### config.mk
export PLATFORM = sky130hd
export DESIGN_NAME = msp_bank
export DESIGN_NICKNAME = d
export VERILOG_FILES = /design/src/hdl/msp_pkg.sv /design/src/hdl/msp_bank.sv
export VERILOG_INCLUDE_DIRS = /design/src /design/src/hdl
export SDC_FILE = /design/constraint.sdc
export NUM_CORES = 1
export LEC_CHECK = 0
export BUFFER_PORTS_ARGS = -buffer_cell sky130_fd_sc_hd__buf_2
export CORE_MARGIN = 3
export CORE_UTILIZATION = 51
export DETAILED_ROUTE_END_ITERATION = 16
export MAX_ROUTING_LAYER = met4
export PLACE_DENSITY = 0.75
export SYNTH_ARGS = -nofsm -noshare
export SYNTH_HDL_FRONTEND = slang
export SYNTH_SLANG_ARGS = --single-unit
### constraint.sdc
create_clock -name i_ref_clk -period 5.2 [get_ports i_ref_clk]
set_input_delay 1.04 -clock i_ref_clk [delete_from_list [all_inputs] [get_ports i_ref_clk]]
set_output_delay 1.04 -clock i_ref_clk [all_outputs]
set_load 0.03 [all_outputs]
### src/hdl/msp_params.svh
// offsets, field positions, reset values and timing counts of the motion set-point parameter bank
`ifndef MSP_PARAMS_SVH
`define MSP_PARAMS_SVH
`define MSP_IDX_VEL_UNIT     16'h60a9
`define MSP_IDX_POS_OFS      16'h60b0
`define MSP_IDX_VEL_OFS      16'h60b1
`define MSP_IDX_TRQ_OFS      16'h60b2
`define MSP_IDX_IP_REC       16'h60c1
`define MSP_IDX_IP_TIME      16'h60c2
`define MSP_SUB_COUNT        8'h00
`define MSP_SUB_FIRST        8'h01
`define MSP_SUB_SECOND       8'h02
`define MSP_IP_REC_ENTRIES   32'h00000001
`define MSP_IP_TIME_ENTRIES  32'h00000002
`define MSP_RST_VEL_UNIT     32'h00b44700
`define MSP_RST_POS_OFS      32'h00000000
`define MSP_RST_VEL_OFS      32'h00000000
`define MSP_RST_TRQ_OFS      16'h0000
`define MSP_RST_IP_SETPOINT  32'h00000000
`define MSP_RST_IP_PERIOD    8'h01
`define MSP_RST_IP_EXP       8'hfd
`define MSP_EXP_MS           8'hfd
`define MSP_VU_TIME_LSB      8
`define MSP_VU_POS_LSB       16
`define MSP_VU_EXP_LSB       24
`define MSP_VU_RSVD_MASK     32'hffffff00
`define MSP_CLK_PERIOD_NS    10
`define MSP_NS_PER_MS        1000000
`define MSP_CYC_PER_MS       (`MSP_NS_PER_MS / `MSP_CLK_PERIOD_NS)
`endif

### src/hdl/msp_pkg.sv
// types of the motion set-point parameter bank
`default_nettype none
package msp_pkg;
  typedef enum logic [3:0]
  {
    MSP_MODE_OFF  = 4'h0,
    MSP_MODE_CSP  = 4'h1,
    MSP_MODE_CSV  = 4'h2,
    MSP_MODE_CST  = 4'h3,
    MSP_MODE_CD   = 4'h4,
    MSP_MODE_IP   = 4'h5
  } msp_mode_type;

  typedef struct packed
  {
    logic        wr;
    logic        rd;
    logic [15:0] index;
    logic [7:0]  subindex;
    logic [31:0] wdata;
  } msp_access_type;

  typedef struct packed
  {
    logic signed [31:0] position;
    logic signed [31:0] velocity;
    logic signed [15:0] torque;
  } msp_setval_type;

  typedef struct packed
  {
    logic [7:0] exponent;
    logic [7:0] position;
    logic [7:0] time_unit;
  } msp_vel_unit_type;
endpackage
`default_nettype wire

### src/hdl/msp_bank.sv
// motion set-point parameter bank: object entries, offsets, interpolation take-over and cycle time
// Function
// - bits 8..15 of the velocity unit descriptor give the time unit code
// - bits 16..23 of the velocity unit descriptor give the position unit code
// - bits 24..31 of the velocity unit descriptor give a power-of-ten exponent
// - position offset is added to the position set value in cyclic synchronous position
// - velocity offset is added to speed set value in csp, csv and clock-direction
// - signed 16-bit torque offset added to torque set value in csp, csv, cst, clock-direction
// - interpolation set-point is the demand position in interpolated position mode
// - a written interpolation set-point takes effect only at the next sync event
// - cycle time is counted only for exponent -3, as the period value in milliseconds in clock cycles; other exponents give zero
`timescale 1ns/1ns
`default_nettype none
`include "msp_params.svh"
module msp_bank
(
  input  wire logic                    i_ref_clk,
  input  wire logic                    i_resetn,
  input  wire msp_pkg::msp_access_type i_acc,
  input  wire logic                    i_sync,
  input  wire msp_pkg::msp_mode_type   i_mode,
  input  wire msp_pkg::msp_setval_type i_setval,
  output logic [31:0]                  o_rdata,
  output logic                         o_rvalid,
  output logic                         o_ack,
  output logic                         o_err,
  output msp_pkg::msp_setval_type      o_demand,
  output msp_pkg::msp_vel_unit_type    o_vel_unit,
  output logic [31:0]                  o_cycle_cycles,
  output logic                         o_cycle_ms_base
);

  logic [31:0] vel_unit_ff;
  logic [31:0] pos_ofs_ff;
  logic [31:0] vel_ofs_ff;
  logic [15:0] trq_ofs_ff;
  logic [31:0] ip_written_ff;
  logic [31:0] ip_active_ff;
  logic [7:0]  ip_period_ff;
  logic [7:0]  ip_exp_ff;
  logic [31:0] nxt_rdata;
  logic        nxt_hit;
  logic        nxt_ro;
  msp_pkg::msp_setval_type nxt_demand;

  // decodes one object entry; used by the write path only, the read mux decodes the index itself
  function automatic logic hit(input logic [15:0] idx, input logic [7:0] sub,
                               input logic [15:0] want_idx, input logic [7:0] want_sub);
    hit = (idx == want_idx) && (sub == want_sub);
  endfunction

  logic wr_vu;
  logic wr_po;
  logic wr_vo;
  logic wr_to;
  logic wr_ip;
  logic wr_pv;
  logic wr_pe;
  assign wr_vu = i_acc.wr && hit(i_acc.index, i_acc.subindex, `MSP_IDX_VEL_UNIT, `MSP_SUB_COUNT);
  assign wr_po = i_acc.wr && hit(i_acc.index, i_acc.subindex, `MSP_IDX_POS_OFS, `MSP_SUB_COUNT);
  assign wr_vo = i_acc.wr && hit(i_acc.index, i_acc.subindex, `MSP_IDX_VEL_OFS, `MSP_SUB_COUNT);
  assign wr_to = i_acc.wr && hit(i_acc.index, i_acc.subindex, `MSP_IDX_TRQ_OFS, `MSP_SUB_COUNT);
  assign wr_ip = i_acc.wr && hit(i_acc.index, i_acc.subindex, `MSP_IDX_IP_REC, `MSP_SUB_FIRST);
  assign wr_pv = i_acc.wr && hit(i_acc.index, i_acc.subindex, `MSP_IDX_IP_TIME, `MSP_SUB_FIRST);
  assign wr_pe = i_acc.wr && hit(i_acc.index, i_acc.subindex, `MSP_IDX_IP_TIME, `MSP_SUB_SECOND);

  always_ff @(posedge i_ref_clk or negedge i_resetn)
  begin
    if (!i_resetn)
      vel_unit_ff <= `MSP_RST_VEL_UNIT;
    else if (wr_vu)
      vel_unit_ff <= i_acc.wdata & `MSP_VU_RSVD_MASK;
  end

  always_ff @(posedge i_ref_clk or negedge i_resetn)
  begin
    if (!i_resetn)
    begin
      pos_ofs_ff <= `MSP_RST_POS_OFS;
      vel_ofs_ff <= `MSP_RST_VEL_OFS;
      trq_ofs_ff <= `MSP_RST_TRQ_OFS;
    end
    else
    begin
      if (wr_po)
        pos_ofs_ff <= i_acc.wdata;
      if (wr_vo)
        vel_ofs_ff <= i_acc.wdata;
      if (wr_to)
        trq_ofs_ff <= i_acc.wdata[15:0];
    end
  end

  // written value is staged; the motion logic sees it only after a sync
  always_ff @(posedge i_ref_clk or negedge i_resetn)
  begin
    if (!i_resetn)
      ip_written_ff <= `MSP_RST_IP_SETPOINT;
    else if (wr_ip)
      ip_written_ff <= i_acc.wdata;
  end

  always_ff @(posedge i_ref_clk or negedge i_resetn)
  begin
    if (!i_resetn)
      ip_active_ff <= `MSP_RST_IP_SETPOINT;
    else if (i_sync)
      ip_active_ff <= wr_ip ? i_acc.wdata : ip_written_ff;
  end

  always_ff @(posedge i_ref_clk or negedge i_resetn)
  begin
    if (!i_resetn)
    begin
      ip_period_ff <= `MSP_RST_IP_PERIOD;
      ip_exp_ff    <= `MSP_RST_IP_EXP;
    end
    else
    begin
      if (wr_pv)
        ip_period_ff <= i_acc.wdata[7:0];
      if (wr_pe)
        ip_exp_ff <= i_acc.wdata[7:0];
    end
  end

  // field view of the velocity unit
  assign o_vel_unit.time_unit = vel_unit_ff[`MSP_VU_TIME_LSB +: 8];
  assign o_vel_unit.position  = vel_unit_ff[`MSP_VU_POS_LSB +: 8];
  assign o_vel_unit.exponent  = vel_unit_ff[`MSP_VU_EXP_LSB +: 8];

  // cycle time in clock cycles; only the millisecond base is counted, others give zero
  assign o_cycle_ms_base = (ip_exp_ff == `MSP_EXP_MS);
  assign o_cycle_cycles  = o_cycle_ms_base
                         ? 32'(32'(ip_period_ff) * 32'(`MSP_CYC_PER_MS)) : 32'h00000000;

  always_comb
  begin
    nxt_demand = i_setval;
    unique case (i_mode)
      msp_pkg::MSP_MODE_CSP:
      begin
        nxt_demand.position = i_setval.position + $signed(pos_ofs_ff);
        nxt_demand.velocity = i_setval.velocity + $signed(vel_ofs_ff);
        nxt_demand.torque   = i_setval.torque + $signed(trq_ofs_ff);
      end
      msp_pkg::MSP_MODE_CSV, msp_pkg::MSP_MODE_CD:
      begin
        nxt_demand.velocity = i_setval.velocity + $signed(vel_ofs_ff);
        nxt_demand.torque   = i_setval.torque + $signed(trq_ofs_ff);
      end
      msp_pkg::MSP_MODE_CST:
        nxt_demand.torque = i_setval.torque + $signed(trq_ofs_ff);
      msp_pkg::MSP_MODE_IP:
        nxt_demand.position = $signed(ip_active_ff);
      default:
        nxt_demand = i_setval;
    endcase
  end

  always_ff @(posedge i_ref_clk or negedge i_resetn)
  begin
    if (!i_resetn)
      o_demand <= '0;
    else
      o_demand <= nxt_demand;
  end

  // read mux; sub 0 of the record objects gives the entry count
  always_comb
  begin
    nxt_rdata = 32'h00000000;
    nxt_hit   = 1'b1;
    nxt_ro    = 1'b0;
    unique case (i_acc.index)
      `MSP_IDX_VEL_UNIT:
      begin
        nxt_rdata = vel_unit_ff;
        nxt_hit   = (i_acc.subindex == `MSP_SUB_COUNT);
      end
      `MSP_IDX_POS_OFS:
      begin
        nxt_rdata = pos_ofs_ff;
        nxt_hit   = (i_acc.subindex == `MSP_SUB_COUNT);
      end
      `MSP_IDX_VEL_OFS:
      begin
        nxt_rdata = vel_ofs_ff;
        nxt_hit   = (i_acc.subindex == `MSP_SUB_COUNT);
      end
      `MSP_IDX_TRQ_OFS:
      begin
        nxt_rdata = {{16{trq_ofs_ff[15]}}, trq_ofs_ff};
        nxt_hit   = (i_acc.subindex == `MSP_SUB_COUNT);
      end
      `MSP_IDX_IP_REC:
      begin
        nxt_ro    = (i_acc.subindex == `MSP_SUB_COUNT);
        nxt_rdata = nxt_ro ? `MSP_IP_REC_ENTRIES : ip_written_ff;
        nxt_hit   = (i_acc.subindex <= `MSP_SUB_FIRST);
      end
      `MSP_IDX_IP_TIME:
      begin
        nxt_ro  = (i_acc.subindex == `MSP_SUB_COUNT);
        nxt_hit = (i_acc.subindex <= `MSP_SUB_SECOND);
        if (nxt_ro)
          nxt_rdata = `MSP_IP_TIME_ENTRIES;
        else if (i_acc.subindex == `MSP_SUB_FIRST)
          nxt_rdata = {24'h000000, ip_period_ff};
        else
          nxt_rdata = {{24{ip_exp_ff[7]}}, ip_exp_ff};
      end
      default:
        nxt_hit = 1'b0;
    endcase
  end

  always_ff @(posedge i_ref_clk or negedge i_resetn)
  begin
    if (!i_resetn)
    begin
      o_rdata  <= 32'h00000000;
      o_rvalid <= 1'b0;
      o_ack    <= 1'b0;
      o_err    <= 1'b0;
    end
    else
    begin
      o_rvalid <= i_acc.rd && nxt_hit;
      o_rdata  <= (i_acc.rd && nxt_hit) ? nxt_rdata : 32'h00000000;
      o_ack    <= (i_acc.rd || i_acc.wr) && nxt_hit && !(i_acc.wr && nxt_ro);
      o_err    <= (i_acc.rd || i_acc.wr) && (!nxt_hit || (i_acc.wr && nxt_ro));
    end
  end
endmodule
`default_nettype wire

# [After elaboration in Yosys (flattened, before gate mapping)]
# Cells that the tools add are included.
[classes] add_sub_neg=3 multipliers=1 magnitude_cmp=2 eq_ne=14 muxes=12 n_reduce_logical=28
[op_table] cell="2-to-1 mux 32 bit" n=6
[op_table] cell="case mux 32 bit (6 select lines)" n=1
[op_table] cell="== test 16 x 15 -> 1 bit (second input constant)" n=6
[op_table] cell="adder 32 bit" n=2
[op_table] cell="case mux 32 bit (2 select lines)" n=1
[op_table] cell="2-to-1 mux 25 bit" n=1
[op_table] cell="multiplier 8 x 12 -> 20 bit (second input constant)" n=1
[op_table] cell="logical AND 1 bit" n=19
[op_table] cell="adder 16 bit" n=1
[op_table] cell="2-to-1 mux 16 bit" n=1
[op_table] cell="== test 4 x 2 -> 1 bit (second input constant)" n=2
[op_table] cell="== test 4 x 3 -> 1 bit (second input constant)" n=2
[op_table] cell="== test 8 x 1 -> 1 bit (second input constant)" n=1
[op_table] cell="== test 8 x 2 -> 1 bit (second input constant)" n=1
[op_table] cell="== test 8 bit (second input constant)" n=1
[op_table] cell="less-or-equal comparator 8 x 1 -> 1 bit (second input constant)" n=1
[op_table] cell="less-or-equal comparator 8 x 2 -> 1 bit (second input constant)" n=1
[op_table] cell="zero test 8 bit" n=1
[op_table] cell="OR reduction 4 bit" n=2
[op_table] cell="== test 4 x 1 -> 1 bit (second input constant)" n=1
[op_table] cell="case mux 1 bit (3 select lines)" n=1
[op_table] cell="OR reduction 3 bit" n=1
[op_table] cell="zero test 1 bit" n=2
[op_table] cell="logical OR 1 bit" n=2
[op_table] cell="other kinds (2)" n=2
[totals] register_bits=299 out_inout_bits=172 elab_cells=75

# [Depth between registers and ports, before layout]
# Gate-level depths: netlist of run 1.
[depth] ltp_word=6 ltp_mapped=17

# [Worst setup path before layout of run 1]
# No wires, ideal clock.
[synth_timing] path_kind="register to output" startpoint="reg ip_period_ff[2]" endpoint="out o_cycle_cycles[23]" arrival_ns=4.487 required_time_ns=4.160 setup_slack_ns=-0.327 stages_incl_launch_ff=18 path_buffers=0 cell_sequence="dfrtp_1 -> ha_1 -> ha_1 -> inv_1 -> fa_1 -> inv_1 -> fa_1 -> ha_1 -> a21o_1 -> a21o_1 -> a21oi_1 -> o21ai_1 -> a31oi_1 -> o21bai_1 -> a2111oi_0 -> o31ai_1 -> xnor2_1 -> nor2_1"
[synth_via] elab_chain_len=2
[synth_lines] element="start, declared" line_no="msp_bank.sv:39" rtl="logic [7:0] ip_period_ff;"
[synth_lines] element="start signal, assigned" line_no="msp_bank.sv:115" rtl="ip_period_ff <= `MSP_RST_IP_PERIOD;"
[synth_lines] element="start signal, assigned" line_no="msp_bank.sv:121" rtl="ip_period_ff <= i_acc.wdata[7:0];"
[synth_lines] element="multiplier 8 x 12 -> 20 bit" line_no="msp_bank.sv:135" rtl="? 32'(32'(ip_period_ff) * 32'(`MSP_CYC_PER_MS)) : 32'h00000000;"
[synth_lines] element="2-to-1 mux 25 bit" line_no="msp_bank.sv:134" rtl="assign o_cycle_cycles = o_cycle_ms_base"
[synth_lines] element="end, declared" line_no="msp_bank.sv:29" rtl="output logic [31:0] o_cycle_cycles,"
# No other way between the ends.

# [Worst setup path in the final report of run 1]
[layout_timing] startpoint="reg ip_period_ff[2]" endpoint="out o_cycle_cycles[21]"
# Same word-level chain as after synthesis.

==> results of run 1 <==
[power groups by stage]
stage                     clock, µW  combinational, µW  sequential [µW]
after floorplan                   0                191             2550
after global placement            0                528             2430
after detailed placement          0                536             2430
after CTS                      2310                538             2390
after global routing           2420                587             2390
final                          2280                537             2390
[path summary, 6_finish.rpt]
kind                                  startpoint                 end  slack, ps  cells past startpoint
worst max-delay path             ip_period_ff[2]  o_cycle_cycles[21]       -530                     16
worst min-delay path            ip_active_ff[28]    ip_active_ff[28]        510                      1
worst max register to register     pos_ofs_ff[0]        o_demand[76]       1720                     12
worst min register to register  ip_active_ff[28]    ip_active_ff[28]        510                      1
max in group asynchronous               i_resetn      vel_ofs_ff[15]       3520                      2
min in group asynchronous               i_resetn        o_demand[39]        560                      1
[timing repair]
| item | in CTS | in global routing |
|---|---|---|
| cloned | 0 | 0 |
| setup endpoints to repair | 9 | 11 |
| resized for setup | 25 | 18 |
| pin swaps | 26 | 23 |
| hold buffers | 0 | 0 |
| buffers inserted | 22 | 4 |
[flip-flops by register name, indices dropped and copies added (netlist names)]
name and cells:
vel_unit_ff 24, o_rvalid 1, trq_ofs_ff 16, vel_ofs_ff 32, ip_written_ff 32, o_err 1, ip_exp_ff 8, ip_period_ff 8
o_ack 1, pos_ofs_ff 32, o_rdata 32, ip_active_ff 32, o_demand 80
[cell families after synthesis]
group / share of synthesized area (%)
buffers and inverters: 3.10
muxes: 13.2
DFF: 43.0
other: 0.0215
AOI/OAI and AO/OA: 16.5
xor gates and xnor gates: 3.96
and+or+nand+nor: 9.25
adders and majority gates: 11.0
[through the flow]
step	instance area, µm²	instances
after floorplan	17500	1646
after global placement	19500	2344
after detailed placement	19500	2344
after CTS	20700	2416
after global routing	20800	2417
final	20800	2418
[synthesized netlist by cell type, types with 4 or more instances]
library cell  count
dfrtp_1         283
mux2_2          168
a21oi_1         133
ha_1            130
nand2_1         124
o21ai_0         118
nor2_1           89
clkbuf_1         49
a21o_1           40
xnor2_1          40
xor2_1           39
inv_1            35
a221oi_1         20
mux2_4           20
a22oi_1          19
and3_1           18
nor3_1           18
dfstp_2          16
nand3_1          16
fa_1             15
buf_4            14
a222oi_1         13
o21bai_1         12
a211oi_1         11
and2_1           11
buf_1            11
mux2i_1          11
a31oi_1          10
nand2b_1         10
or3_1            10
nand4_1           9
o21ai_1           9
buf_2             8
o21a_1            8
nor2b_1           6
o41ai_1           6
a211o_1           5
o211ai_1          5
o31ai_1           5
or2_2             5
a41oi_1           4
nand3b_1          4
o31a_1            4
[area by class of cell]
cell class              instances  area, µm²  area share (%)
well taps                     448        561            2.69
repair buffers                345       1890            9.08
multi-input cells            1226       9650            46.4
flip-flops and latches        299       7500            36.1
clock inverters                13        170           0.818
clock buffers                  44        885            4.25
diodes                          8       20.0          0.0962
inverters                      35        131           0.631
[metal layers]
| layer | part of all wire (%) | wire, µm |
|---|---|---|
| met1 | 45 | 22500 |
| met5 | 0 | 0 |
| met2 | 44 | 22300 |
| met4 | 2.6 | 1300 |
| met3 | 8.7 | 4370 |
==> reports/results.ini, run 1 <==
[detailed_routing]
vias=14200
wl_per_cell_um=20.8
firstDrtPassIters=5
ant_nets=0
drtIter0Drc=1196
drcViolationCount=0
vias_per_cell=5.86
finalWirelength_um=50400

[power_and_ir_drop]
fin_total_pwr_uw=5210
power.leakage_uw=0.0107
p_int_uw=3910
clock_power_share_pct=43.8
combPwrFrac_pct=10.3
power.switching_uw=1290
seqPwrFrac_pct=45.9
switching_share_pct=24.9
ir_worst_vdd_uv=240
power_density_nw_per_um2=250

[yosys]
synth_cells=1635
yosys.area.top_type_share_pct=40.6
ys_warn_count=0
synth_seq_cells=299
synth_edf_count=0
syn-mean-instance-area_um2=10.7
synth_area_um2=17500
yosysTopAreaCell=dfrtp_1
synth_area_leaders=dfrtp_1 (41%), mux2_2 (11%), ha_1 (9.3%)
ys.flop_type=dfrtp_1
synth_seq_area_share_pct=43.0
synthArstFlopShare_pct=100
synth.distinct_cells=83

[grt]
grt_max_degree=106
gr-total-overflow=0
grt_pass1_vias=14000
antenna_found_initial=7
grt_use_met2_pct=40.9
grt_util_all_layers_pct=27.6
grt_pass1_wl_um=77400
busiest_layer=met2
grt_use_met3_pct=5.48
grtUsageMet1_pct=38.9

[placement]
place_congestion=0.956
place_worst_setup_slack_ps=-242
dpl.hpwl_um=38100
port_buffers=304

[floorplan]
die_area_um2=36500
core_area_um2=33600
rows=67
dieHeight_um=191
ios=317
dieWidth_um=191
initial_utilization_pct=51.9

[hold_path]
hold_path.class=reg2reg

[run]
drv_cap=0

[clocking]
path_clk_slew_ps=60
numCtsBuffers=31
clk_latency_ps=560
clock_sinks=299
clk_path_buf_depth=3
cts_tree=built
clockRootBuffer=clkbuf_16
cts_htree_levels=1

[worst_setup_path]
worstPathArrival_ps=4690
end_kind=output port
crit_family=adder cells
criticalPathCategory=reg2out
path_cells=ha_4 -> fa_1 -> ha_1 -> ha_1 -> fa_2 -> a21o_1 -> a21o_1 -> a21oi_2 -> o21ai_2 -> a31oi_2 -> o21bai_2 -> a2111oi_4 -> nor2_1 -> xor2_1 -> and2_1 -> buf_6
slowest_stage=fa_1
worst-path-max-fanout=2
worst_ep_required_time_ps=4160
cp_slowest_stage_delay_ps=470
critPathBufInv=1
crit_path_start_kind=register

[sta]
hold_viol_final=0
finalClockSkew_ps=19.2
setup_viol=6
slew_violations=0
max_freq_ghz=0.175
timing.final.ws_setup_ps=-526
rsz0062_at_grt=yes
worst_pin_slew_ps=1140
hold_slack_ps=507
fin_crit_sh_pct=110
min_period_ps=5730
slew-limit-headroom_pct=23.7
final.setup.tns_ps=-2250

[final_layout]
fin_util_pct=61.9
layout-drive-gt1-share_pct=33.2
area_delta_synth_final_pct=19.2
num-nets-final=2228
final_cell_mix=buf_2 (294), dfrtp_1 (283), mux2_2 (168), a21oi_1 (127), nand2_1 (124)
mostFrequentLayoutCell=buf_2
n_fill_cell=2738

[outcome]
status=complete, but fails checks
violations=setup timing

Note: power is estimated with default switching activity, not from simulation.
==> run 2, diff against run 1 <==
ABC_CLOCK_PERIOD_IN_PS = 6310   (was not set)
CORE_UTILIZATION = 54   (was 51)
PLACE_DENSITY = 0.76   (was 0.75)
clock period = 6.31 ns   (was 5.2 ns; I/O delays follow)
==> run 2 against run 1 <==
  * Via count fell by 1.9%
  * Critical path type unchanged
  * Clock power fell by 18%
  * Sequential cell count did not move
  * Cell area fell by 2.0%
  * Final cell count fell by 3.1%
  * Critical path depth rose by 2
  * Combinational power fell by 18%
  * The flow now finishes without violations
==> reports/results.ini, run 2 (same netlist as run 1, synthesis figures left out) <==
[sta]
rsz0062_at_grt=no
setup_viol=0  ; -6
fin_crit_sh_pct=96.3
min_period_ps=6080
finalClockSkew_ps=13.6  ; -5.59 ps
hold_viol_final=0  ; unchanged
final.setup.tns_ps=0  ; +2250 ps
max_freq_ghz=0.165
worst_pin_slew_ps=1080  ; -53.8 ps
slew-limit-headroom_pct=27.9  ; +4.2 points
slew_violations=0  ; unchanged

[detailed_routing]
firstDrtPassIters=5  ; unchanged
ant_nets=0  ; unchanged
vias=13900  ; -1.9%
finalWirelength_um=48700  ; -3.3%
wl_per_cell_um=20.8  ; -0.15%
vias_per_cell=5.94  ; +1.2%
drcViolationCount=0  ; unchanged
drtIter0Drc=1129  ; -5.6%

[grt]
grt_pass1_vias=13700  ; -1.8%
grt_pass1_wl_um=75600  ; -2.3%
antenna_found_initial=5  ; -2
grt_max_degree=142  ; +34%
grt_util_all_layers_pct=28.5  ; +0.89 points
gr-total-overflow=0  ; unchanged

[worst_setup_path]
worst_r2r_path_depth=12  ; unchanged
r2r_slack_ps=2910  ; +1190 ps
end_kind=output port
timing.rr.end=o_demand[76]
worst_ep_required_time_ps=5050  ; +890 ps
worstPathArrival_ps=4810  ; +120 ps
crit_path_start_kind=register
criticalPathCategory=reg2out
worst-path-max-fanout=3  ; +1
worstSetupStartpoint=ip_period_ff[2]
endpoint=o_cycle_cycles[21]
reg2reg_from=pos_ofs_ff[0]

[clocking]
cts_tree=built
path_clk_slew_ps=60  ; about the same
numCtsBuffers=31  ; unchanged
clk_latency_ps=560  ; about the same
cts_htree_levels=1  ; unchanged
postCtsHoldBufs=0  ; unchanged
clock_sinks=299  ; unchanged
clk_path_buf_depth=3  ; unchanged
clockRootBuffer=clkbuf_16

[final_layout]
fin_util_pct=64.3  ; +2.4 points
largest_register_ffs=80  ; unchanged
largest-register=o_demand
num-nets-final=2203  ; -1.1%
mostFrequentLayoutCell=buf_2
final_cell_mix=buf_2 (301), dfrtp_1 (283), mux2_2 (168), a21oi_1 (132), ha_1 (129)
area_delta_synth_final_pct=16.8
layout-drive-gt1-share_pct=31.5  ; -1.7 points

[placement]
port_buffers=304  ; unchanged
dpl.hpwl_um=36700  ; -3.7%
place_congestion=0.940  ; -1.6%

[power_and_ir_drop]
power.switching_uw=1090  ; -16%
power_density_nw_per_um2=210  ; -16%
combPwrFrac_pct=10.3  ; about the same
switching_share_pct=25.4  ; +0.56 points
power.leakage_uw=0.0106  ; -1.3%
p_int_uw=3190  ; -18%
clock_power_share_pct=43.7  ; about the same
seqPwrFrac_pct=46.1  ; +0.2 points
ir_worst_vdd_uv=243  ; +1.2%

[floorplan]
rows=65  ; -3.0%
ios=317  ; unchanged
core_area_um2=31700  ; -5.6%
initial_utilization_pct=55.0  ; +3.1 points
dieWidth_um=186  ; -2.7%
dieHeight_um=186  ; -2.7%
die_area_um2=34500  ; -5.4%

[run]
drv_cap=0  ; unchanged

[hold_path]
hold_path.class=reg2reg

[outcome]
status=finished, final reports clean

## run 2: what timing repair did
action / CTS / global route
pin swaps: 2 / 5
cloned: 0 / 0
setup endpoints to repair: 3 / 3
setup buffers: 1 / 0
gates resized for setup: 3 / 10
## run 2: power groups by stage
stage	registers [µW]	clock network [µW]	logic, µW
final	1970	1870	440
after global routing	1970	1980	481
after CTS	1970	1890	440
after detailed placement	2000	0	439
after global placement	2010	0	432
after floorplan	2100	0	158
## run 2: worst max-delay path: stages, from the launching register on
cell and delay (ps):
dfrtp_1 380, ha_1 320, ha_1 280, inv_1 50, fa_1 500, inv_1 50
fa_1 530, ha_4 220, a21o_1 150, a21o_1 200, a21oi_2 140, o21ai_1 90
a31oi_2 210, o21bai_2 120, a2111oi_4 410, nor2_1 90, xor2_1 210, and2_1 150
buf_4 150
## run 2: worst min path at each step
| stage | startpoint | endpoint | slack, ps | depth (start not counted) |
|---|---|---|---|---|
| floorplan | ip_active_ff[31] | ip_active_ff[31] | 470 | 1 |
| global placement | ip_active_ff[16] | ip_active_ff[16] | 490 | 1 |
| detailed placement | ip_active_ff[25] | ip_active_ff[25] | 490 | 1 |
| CTS | ip_active_ff[25] | ip_active_ff[25] | 510 | 1 |
| global route | ip_active_ff[2] | ip_active_ff[2] | 530 | 1 |
| finish | ip_active_ff[22] | ip_active_ff[22] | 510 | 1 |
## run 2: cell type report
type / instances / area [µm²]
Clock buffer: 44 / 925
Antenna cell: 4 / 10.0
Tap cell: 402 / 503
Timing Repair Buffer: 320 / 1670
Sequential cell: 299 / 7500
Clock inverter: 12 / 133
Multi-Input combinational cell: 1226 / 9520
Fill cell: 2547 / 11300
Inverter: 35 / 131
## run 2: metrics by stage
step,area (µm²),total power (µW),setup WS (ps),hold slack [ps],cells
2_1_floorplan,17500,2260,561,473,1646
3_3_place_gp,19300,2440,312,487,2281
3_5_place_dp,19300,2440,259,490,2281
4_1_cts,20300,4310,1.72,513,2338
5_1_grt,20400,4430,0.160,531,2342
6_report,20400,4280,235,509,2342
## run 2: per-layer routing
metal	share of wire (%)	up-vias	track usage (%)
met2	45	544	42.9
met5	0	-	-
met4	2.0	0	6.02
met3	7.7	78	4.22
li1	-	6539	-
met1	46	6744	41.4
